`src/design/rsxs_consts.svh`:
```
// Constants for the rotate/subtract/swap/xor execution datapath.
// Assumes inclusion by bare name from design files only.
`ifndef RSXS_CONSTS_SVH
`define RSXS_CONSTS_SVH

`define RSXS_DATA_W        8
`define RSXS_ADDR_W        5
`define RSXS_FILE_DEPTH    32
`define RSXS_DIR_SEL_LO    3'h6
`define RSXS_DIR_SEL_HI    3'h7
`define RSXS_DIR_RST       8'hff
`define RSXS_ACC_RST       8'h00
`define RSXS_FILE_RST      8'h00
`define RSXS_NIB_LO_MSB    3
`define RSXS_NIB_HI_LSB    4
`define RSXS_DEST_ACC      1'b0
`define RSXS_DEST_FILE     1'b1

`endif

```
`src/design/rsxs_pkg.sv`:
```
// Types for the rotate/subtract/swap/xor execution datapath.
// Assumes nothing beyond a SystemVerilog compiler.
package rsxs_pkg;

   typedef enum logic [2:0] {
      rotate_left_carry_op,
      rotate_right_carry_op,
      subtract_acc_from_reg_op,
      nibble_exchange_op,
      direction_load_op,
      xor_literal_acc_op,
      xor_acc_reg_op,
      no_op
   } exec_op_t;

   typedef struct packed {
      logic carry;
      logic digit_carry_flag;
      logic zero;
   } status_flags_t;

endpackage

```
`src/design/rsxs_alu_if.sv`:
```
// Interface between the sequencer and its combinational ALU.
// Assumes both ends sit in the same clock domain.
`timescale 1ns/1ps
interface rsxs_alu_if;
   import rsxs_pkg::*;

   exec_op_t      op;
   logic [7:0]    acc;
   logic [7:0]    operand;
   logic          carry_in;
   logic [7:0]    result;
   status_flags_t flags_out;
   logic          carry_we;
   logic          digit_we;
   logic          zero_we;
   logic          result_valid;

   modport seq (output op, output acc, output operand, output carry_in,
                input result, input flags_out, input carry_we, input digit_we,
                input zero_we, input result_valid);
   modport alu (input op, input acc, input operand, input carry_in,
                output result, output flags_out, output carry_we, output digit_we,
                output zero_we, output result_valid);
endinterface

```
`src/design/rsxs_alu.sv`:
```
// Combinational ALU for the rotate/subtract/swap/xor instruction group.
// Assumes operands are stable for the whole instruction cycle.
`timescale 1ns/1ps
`include "rsxs_consts.svh"
module rsxs_alu (
   rsxs_alu_if.alu bus
);
   import rsxs_pkg::*;

   wire [8:0] diff_full;
   wire [4:0] diff_low;
   wire [7:0] rol_res;
   wire [7:0] ror_res;
   wire [7:0] swap_res;
   wire [7:0] xor_lit_res;
   wire [7:0] xor_reg_res;

   // Borrow-style carry: set when no borrow occurred
   assign diff_full   = {1'b0, bus.operand} + {1'b0, ~bus.acc} + 9'h001;
   assign diff_low    = {1'b0, bus.operand[3:0]} + {1'b0, ~bus.acc[3:0]} + 5'h01;
   assign rol_res     = {bus.operand[6:0], bus.carry_in};
   assign ror_res     = {bus.carry_in, bus.operand[7:1]};
   assign swap_res    = {bus.operand[`RSXS_NIB_LO_MSB:0],
                         bus.operand[7:`RSXS_NIB_HI_LSB]};
   assign xor_lit_res = bus.operand ^ bus.acc;
   assign xor_reg_res = bus.operand ^ bus.acc;

   always_comb begin
      bus.result       = 8'h00;
      bus.flags_out    = '0;
      bus.carry_we     = 1'b0;
      bus.digit_we     = 1'b0;
      bus.zero_we      = 1'b0;
      bus.result_valid = 1'b1;
      case (bus.op)
         rotate_left_carry_op: begin
            bus.result          = rol_res;
            bus.flags_out.carry = bus.operand[7];
            bus.carry_we        = 1'b1;
         end
         rotate_right_carry_op: begin
            bus.result          = ror_res;
            bus.flags_out.carry = bus.operand[0];
            bus.carry_we        = 1'b1;
         end
         subtract_acc_from_reg_op: begin
            bus.result                     = diff_full[7:0];
            bus.flags_out.carry            = diff_full[8];
            bus.flags_out.digit_carry_flag = diff_low[4];
            bus.flags_out.zero             = (diff_full[7:0] == 8'h00);
            bus.carry_we                   = 1'b1;
            bus.digit_we                   = 1'b1;
            bus.zero_we                    = 1'b1;
         end
         nibble_exchange_op: begin
            bus.result = swap_res;
         end
         direction_load_op: begin
            bus.result = bus.acc;
         end
         xor_literal_acc_op: begin
            bus.result         = xor_lit_res;
            bus.flags_out.zero = (xor_lit_res == 8'h00);
            bus.zero_we        = 1'b1;
         end
         xor_acc_reg_op: begin
            bus.result         = xor_reg_res;
            bus.flags_out.zero = (xor_reg_res == 8'h00);
            bus.zero_we        = 1'b1;
         end
         default: begin
            bus.result_valid = 1'b0;
         end
      endcase
   end
endmodule

```
`src/design/rsxs_exec.sv`:
```
// Execution datapath for the rotate/subtract/swap/xor/direction group.
// Assumes the decoder presents one decoded instruction per clock with
// exec_valid_in high; operands are synchronous to clock_in.
`timescale 1ns/1ps
`include "rsxs_consts.svh"

module rsxs_exec #(
   parameter int unsigned FILE_DEPTH = `RSXS_FILE_DEPTH
) (
   input  wire logic              clock_in,
   input  wire logic              sys_rst_in,
   input  wire logic              exec_valid_in,
   input  wire rsxs_pkg::exec_op_t op_in,
   input  wire logic [4:0]        file_addr_in,
   input  wire logic              dest_sel_in,
   input  wire logic [7:0]        literal_in,
   output logic [7:0]             acc_out,
   output logic                   carry_out,
   output logic                   digit_carry_out,
   output logic                   zero_out,
   output logic [7:0]             dir_a_out,
   output logic [7:0]             dir_b_out,
   output logic [7:0]             file_rd_data_out,
   output logic                   illegal_dir_out
);
   import rsxs_pkg::*;

   rsxs_alu_if alu_bus ();

   logic [7:0]    file_q [FILE_DEPTH];
   logic [7:0]    acc_q;
   status_flags_t flags_q;
   logic [7:0]    dir_a_q;
   logic [7:0]    dir_b_q;
   logic          illegal_q;

   wire  [7:0] file_rd;
   wire        is_file_op;
   wire        wr_acc;
   wire        wr_file;
   wire        dir_sel_a;
   wire        dir_sel_b;
   wire        do_exec;

   assign file_rd   = file_q[file_addr_in];
   assign do_exec   = exec_valid_in && alu_bus.result_valid;
   assign is_file_op = (op_in != xor_literal_acc_op) && (op_in != direction_load_op);
   // Literal xor always lands in the accumulator
   assign wr_acc    = do_exec && ((op_in == xor_literal_acc_op) ||
                      (is_file_op && dest_sel_in == `RSXS_DEST_ACC));
   assign wr_file   = do_exec && is_file_op && dest_sel_in == `RSXS_DEST_FILE;
   // The low three selector bits pick the register and bits 4:3 must be zero; other codes are flagged, not written
   assign dir_sel_a = do_exec && op_in == direction_load_op &&
                      file_addr_in[2:0] == `RSXS_DIR_SEL_LO && file_addr_in[4:3] == 2'h0;
   assign dir_sel_b = do_exec && op_in == direction_load_op &&
                      file_addr_in[2:0] == `RSXS_DIR_SEL_HI && file_addr_in[4:3] == 2'h0;

   assign alu_bus.op       = op_in;
   assign alu_bus.acc      = acc_q;
   assign alu_bus.operand  = (op_in == xor_literal_acc_op) ? literal_in : file_rd;
   assign alu_bus.carry_in = flags_q.carry;

   rsxs_alu u_alu (
      .bus (alu_bus)
   );

   genvar gi;
   generate
      for (gi = 0; gi < FILE_DEPTH; gi++) begin : g_file
         always_ff @(posedge clock_in or posedge sys_rst_in) begin
            if (sys_rst_in) begin
               file_q[gi] <= `RSXS_FILE_RST;
            end else if (wr_file && file_addr_in == 5'(gi)) begin
               file_q[gi] <= alu_bus.result;
            end
         end
      end
   endgenerate

   always_ff @(posedge clock_in or posedge sys_rst_in) begin
      if (sys_rst_in) begin
         acc_q <= `RSXS_ACC_RST;
      end else if (wr_acc) begin
         acc_q <= alu_bus.result;
      end
   end

   // Per-flag write enables keep untouched flags stable
   always_ff @(posedge clock_in or posedge sys_rst_in) begin
      if (sys_rst_in) begin
         flags_q <= '0;
      end else if (do_exec) begin
         if (alu_bus.carry_we) begin
            flags_q.carry <= alu_bus.flags_out.carry;
         end
         if (alu_bus.digit_we) begin
            flags_q.digit_carry_flag <= alu_bus.flags_out.digit_carry_flag;
         end
         if (alu_bus.zero_we) begin
            flags_q.zero <= alu_bus.flags_out.zero;
         end
      end
   end

   always_ff @(posedge clock_in or posedge sys_rst_in) begin
      if (sys_rst_in) begin
         dir_a_q   <= `RSXS_DIR_RST;
         dir_b_q   <= `RSXS_DIR_RST;
         illegal_q <= 1'b0;
      end else begin
         if (dir_sel_a) begin
            dir_a_q <= acc_q;
         end
         if (dir_sel_b) begin
            dir_b_q <= acc_q;
         end
         illegal_q <= do_exec && op_in == direction_load_op && !dir_sel_a && !dir_sel_b;
      end
   end

   always_ff @(posedge clock_in or posedge sys_rst_in) begin
      if (sys_rst_in) begin
         file_rd_data_out <= 8'h00;
      end else begin
         file_rd_data_out <= file_rd;
      end
   end

   assign acc_out         = acc_q;
   assign carry_out       = flags_q.carry;
   assign digit_carry_out = flags_q.digit_carry_flag;
   assign zero_out        = flags_q.zero;
   assign dir_a_out       = dir_a_q;
   assign dir_b_out       = dir_b_q;
   assign illegal_dir_out = illegal_q;
endmodule

```
`config.mk`:
```
export PLATFORM = sky130hd
export DESIGN_NAME = rsxs_exec
export DESIGN_NICKNAME = d
export VERILOG_FILES = /design/src/design/rsxs_pkg.sv /design/src/design/rsxs_alu_if.sv /design/src/design/rsxs_alu.sv /design/src/design/rsxs_exec.sv
export VERILOG_INCLUDE_DIRS = /design/src /design/src/design
export SDC_FILE = /design/constraint.sdc
export NUM_CORES = 1
export LEC_CHECK = 0
export BUFFER_PORTS_ARGS = -buffer_cell sky130_fd_sc_hd__buf_2
export CAP_MARGIN = 20
export CORE_ASPECT_RATIO = 1.5
export CORE_MARGIN = 3
export CORE_UTILIZATION = 56
export DETAILED_ROUTE_END_ITERATION = 12
export PLACE_DENSITY = 0.75
export SYNTH_ARGS = -nofsm -noshare
export SYNTH_HDL_FRONTEND = slang
export SYNTH_SLANG_ARGS = --single-unit
```
`constraint.sdc`:
```
create_clock -name clock_in -period 9.89 [get_ports clock_in]
set_input_delay 1.978 -clock clock_in [delete_from_list [all_inputs] [get_ports clock_in]]
set_output_delay 1.978 -clock clock_in [all_outputs]
set_load 0.1 [all_outputs]
```
# Word-level counts from Yosys, hierarchy flattened
# Index checks and enable logic that the tools add are counted.
# classes
mux,12
bitwise_logic,5
add_sub_neg,4
eq_ne,41
reduce_logical,60
order_cmp,1
# ops
operator,n
equality test 5 bit (second input constant),16
case mux 8 bit (6 select lines),1
logical AND 1 bit,45
binary-select mux 8 bit (select 5 bit),1
equality test 5 x 4 -> 1 bit (second input constant),8
2-to-1 mux 8 bit,3
equality test 5 x 3 -> 1 bit (second input constant),4
zero test 8 bit,2
equality test 3 bit (second input constant),5
equality test 5 x 2 -> 1 bit (second input constant),2
adder 8 x 8 -> 9 bit,1
adder 9 x 1 -> 9 bit (second input constant),1
inverter 8 bit,1
XOR 8 bit,1
OR reduction 7 bit,1
equality test 3 x 2 -> 1 bit (second input constant),2
>= comparator 6 bit (second input constant),1
inequality test 3 bit (second input constant),2
inverter 5 -> 6 bit,1
AND reduction 2 bit,3
OR reduction 3 bit,2
adder 4 x 4 -> 5 bit,1
adder 5 x 1 -> 5 bit (second input constant),1
equality test 5 x 1 -> 1 bit (second input constant),1
12 further kinds,17
# word_totals
ff_bits,292
wordCells,163
out_inout_bits,36
inputBits,20

# Longest topological paths before layout
# logic_depth
word_depth,10
mapped_depth,19

# By module
# From an unflattened synthesis, not the netlist that was laid out.
# hier_totals
cells_unflattened,1054
area_unflattened_um2,14387.5
# modules_own_cells
module,cells_per_inst,area_each_um2,instances
rsxs_exec,903,13355.3,1
rsxs_alu,151,1032.2,1

# Worst setup path before layout
# OpenSTA, ideal clock, no wires.
# synth_path
kind,in2reg
startpoint,in file_addr_in[0]
endpoint,"reg acc_q[6], in the netlist acc_out[6]"
cell_stages,17
n_path_buf,4
t_required_ns,9.757
path_slack_ns,4.172
t_arrival_ns,5.585
cell_sequence,buf_4 -> mux4_2 -> mux2_2 -> a221oi_2 -> a221oi_2 -> mux2_2 -> ha_1 -> clkbuf_1 -> nor2b_1 -> o21ai_0 -> a21boi_0 -> o41ai_1 -> mux2i_1 -> and3_1 -> clkbuf_1 -> buf_2 -> a21oi_1
# synth_via
elab_chain_len,8
elab_cells_between_ends,9
cone_classes,2 x add/sub; 5 x mux; 2 x bitwise
# synth_rtl
item,line,rtl
"start, declared",rsxs_exec.sv:14,"input wire logic [4:0] file_addr_in,"
inverter 5 -> 6 bit (implied by the code) (*),rsxs_exec.sv:45,assign file_rd = file_q[file_addr_in];
binary-select mux 8 bit (select 5 bit) (*),rsxs_exec.sv:45,
2-to-1 mux 8 bit (implied by the code) (*) (2 in a row),rsxs_exec.sv:45,
via file_rd[2],rsxs_exec.sv:37,wire [7:0] file_rd;
2-to-1 mux 8 bit (*),rsxs_exec.sv:60,assign alu_bus.operand = (op_in == xor_literal_acc_op) ? literal_in : file_rd;
adder 8 x 8 -> 9 bit,rsxs_alu.sv:19,"assign diff_full = {1'b0, bus.operand} + {1'b0, ~bus.acc} + 9'h001;"
adder 9 x 1 -> 9 bit,rsxs_alu.sv:19,
case mux 8 bit (6 select lines) (*),rsxs_alu.sv:35,case (bus.op)
"end signal, assigned",rsxs_exec.sv:82,acc_q <= `RSXS_ACC_RST;
"end signal, assigned",rsxs_exec.sv:84,acc_q <= alu_bus.result;
"end, declared",rsxs_exec.sv:31,logic [7:0] acc_q;
# Mark *: on every way through the listed nets, which the timed path passes. The rest lies on a longest branch. The select of a mux whose other input is x is not followed.
# A chain may end at the register's enable or synchronous reset.

# Worst setup path after layout
# layout_path
startpoint,in file_addr_in[3]
endpoint,reg file_q[44] in the netlist's numbering
# layout_via
elab_chain_len,8
elab_cells_between_ends,11
cone_classes,2 x add/sub; 1 x eq/ne; 5 x mux; 2 x bitwise; 1 x reduce/logical
# layout_rtl
item,line,rtl
inverter 5 -> 6 bit (implied by the code) (*),rsxs_exec.sv:45,
binary-select mux 8 bit (select 5 bit) (*),rsxs_exec.sv:45,
2-to-1 mux 8 bit (implied by the code) (*) (2 in a row),rsxs_exec.sv:45,
via file_rd[0],rsxs_exec.sv:37,
2-to-1 mux 8 bit (*),rsxs_exec.sv:60,
adder 8 x 8 -> 9 bit,rsxs_alu.sv:19,
adder 9 x 1 -> 9 bit,rsxs_alu.sv:19,
case mux 8 bit (6 select lines) (*),rsxs_alu.sv:35,
"end signal, assigned by index",rsxs_exec.sv:72,file_q[gi] <= `RSXS_FILE_RST;
"end signal, assigned by index",rsxs_exec.sv:74,file_q[gi] <= alu_bus.result;
"end, declared",rsxs_exec.sv:30,logic [7:0] file_q [FILE_DEPTH];
# Marks and branches as above.

==> summary.txt <==
status: complete, no violations
syn nets: 1343
Final setup viols: 0
Setup crit end kind: flip-flop
Mapped Area: 13630 sq um
Die Ht: 197.1 um
fill cell count: 1869
CTS H-Tree Depth: 1
max-cap violations: 0
clock buffer depth: 3
initial antenna violation count: 1
first-pass GRT wire length: 55.21 mm
Hold Crit Class: reg2reg
# hold bufs at CTS: 0
DRT met1 WL: 13.34 mm
Port-buffer cells: 55
final WL: 35.36 mm
antenna-violating nets left: 0
share of layout cells above drive strength 1: 17.62%
CTS tree: done
clock root cell: clkbuf_16
Cells after Synth: 1312
Comb pwr share: 25.5%
IO Pins: 56
uppermost layer routed: met5
First-pass DRT Iterations: 6
Post-synth top flop: dfrtp_1
ant diodes: 0
syn_area_per_cell: 10.39 sq um
Tot GR Track Use: 26.70%
critical path startpoint category: input pin
cts repair resizes: 0
RD Place Congestion: 0.9161
critical path type: in2reg
Net Sw Power: 0.001125 W
worst rel slew slack: 27.26%
wire length per cell: 21.17 um
total clock sinks: 292
Initial Util: 57.21%
Pwr Density: 224.4 nW/um^2
Int Power: 0.002246 W
Yosys reg bits: 292
Synth-to-Final Area Change: 10.19%
hpwl dp: 23.38 mm
Cell Rows: 69
largest net degree at the start of global routing: 71
WL met3: 2.215 mm
metal2 WL: 18.10 mm
Overflow after GRT: 0
crit path time final: 6.790 ns
CP required: 10.27 ns
Sw Share: 33.36%
Flop pwr share: 44.4%
Post-synth EDFFs: 0
die span in x: 133.4 um
Seq/Total Area, Yosys: 53.74%
ys async rst share: 100.0%
vias in the first global route: 10092
Leakage: 6.804 nW
crit-path max FO: 35
Worst EP arrival: 7.17 ns
vias per cell: 6.172
post-synth top area share: 50.66%
core footprint: 23830 sq um
via count: 10307
Yosys top cell by area: dfrtp_1
fin. max-slew vios: 0
Post-CTS Setup Inserts: 0
Clk pin slew, worst setup/hold paths: 0.06 ns
TritonCTS Buffers: 26
Util after Layout: 63.04%
slew of the pin with the lowest slew margin: 1.087 ns
unrepaired setup endpoints after global routing: false
die area: 26290 sq um
Fmax: 147.3 MHz
Skew-Pair Late Insertion Delay: 0.54 ns
Initial DRC Count: 841
Clock Power Share: 30.0%
Setup Skew: 0.01949 ns
Residual DRC: 0
Final Hold Vio Count: 0
fin crit share: 68.66%
VDD IR max: 0.1523 mV
setup TNS: 0 ns
Ys Warns: 0
Synth area leaders: dfrtp_1 51%, a21oi_1 8.8%, nor2_1 8.6%
nets: 1362
Synth cell types: 58
-- power groups by stage --
stage / clock network (W) / logic [W] / registers [W]
2_1_floorplan: 0 / 0.000521 / 0.00163
3_3_place_gp: 0 / 0.000826 / 0.00151
3_5_place_dp: 0 / 0.000850 / 0.00152
4_1_cts: 0.00102 / 0.000855 / 0.00150
5_1_grt: 0.00107 / 0.000927 / 0.00152
6_report: 0.00101 / 0.000861 / 0.00150
-- critical path: stages --
cell and delay (ns):
buf_2 0.07, buf_4 0.51, or3b_1 0.63, o221ai_1 0.36, a221oi_1 0.19, a221oi_2 0.61, mux2i_1 0.22, ha_1 0.29
fa_1 0.48, nor2b_1 0.14, o21ai_0 0.14, nand2_1 0.16, mux2i_1 0.12, a22oi_1 0.15, and3_1 0.53, buf_4 0.43
a21oi_1 0.12
-- cell type report --
type	instances	area, sq um	area share (%)
multi-input cells	900	5737	38.19
well taps	319	399.1	2.657
flip-flops and latches	292	7327	48.78
inverters	13	52.55	0.3498
repair buffers	98	646.9	4.306
clock buffers	39	769.5	5.122
clock inverters	9	90.09	0.5997
-- flip-flops by register name (all words and copies together) (netlist names) --
register          count
illegal_dir_out       1
acc_out               8
zero_out              1
dir_a_out             8
file_q              256
dir_b_out             8
carry_out             1
digit_carry_out       1
file_rd_data_out      8
-- layer usage --
layer  vias up  global-route usage, %
met4         2                  11.36
li1       4670                      -
met5         -                      0
met1      5127                  33.30
met2       426                  46.87
met3        82                  3.772
-- cell usage after synthesis, types with 7 or more instances --
cell type and instances:
mux4_2 49, a22oi_1 11, o21ai_0 24, clkbuf_1 57
a31oi_1 38, ha_1 10, inv_1 12, buf_2 32
o221ai_1 10, nor2b_1 7, nor2_1 313, nand3_1 7
nand2_1 44, dfstp_2 16, a21oi_1 240, dfrtp_1 276
mux2_2 20, mux2i_1 41, o22ai_1 9, buf_4 11
-- layout by cell type (no fill, tap or decap), drive strengths merged, types with 5 or more instances in the layout --
master	count
a211oi	8
a21oi	240
a221oi	8
a22oi	11
a31oi	38
and2	6
and3	6
buf	98
clkbuf	39
clkinv	6
dfrtp	276
dfstp	16
ha	10
inv	12
mux2	20
mux2i	41
mux4	49
nand2	44
nand3	7
nor2	313
nor2b	7
nor3	5
o21ai	24
o221ai	10
o22ai	9
-- through the flow --
step	cell area, sq um	setup WS [ns]	cells	power, W	hold slack [ns]
finish	15020	3.100	1670	0.003370	0.4837
global route	15020	2.911	1670	0.003515	0.4961
CTS	14830	3.207	1647	0.003375	0.4839
detailed placement	13970	2.682	1599	0.002369	0.4751
global placement	13930	2.716	1597	0.002333	0.4667
floorplan	13640	4.050	1312	0.002155	0.4893
-- worst paths after layout --
kind / to / start / slack (ns) / cells past startpoint
max: file_q[44] / file_addr_in[3] / 3.10 / 17
min: dir_b_out[1] / dir_b_out[1] / 0.48 / 2
max reg2reg: file_q[206] / file_q[0] / 4.97 / 15
min reg2reg: dir_b_out[1] / dir_b_out[1] / 0.48 / 2
max in group asynchronous: file_q[68] / sys_rst_in / 6.73 / 4
min in group asynchronous: carry_out / sys_rst_in / 1.33 / 2
-- cells by family after synthesis --
family                   Yosys count  share of synthesized area [%]
AO/OA/AOI/OAI                    369                          15.85
XOR/XNOR                           4                         0.2570
adder cells (fa/ha/maj)           11                          1.065
buffers and inverters            120                          4.240
flip-flops                       292                          53.74
multiplexers                     110                          12.76
AND/OR/NAND/NOR                  406                          12.09
No activity file was read; power rests on OpenSTA's default activity.
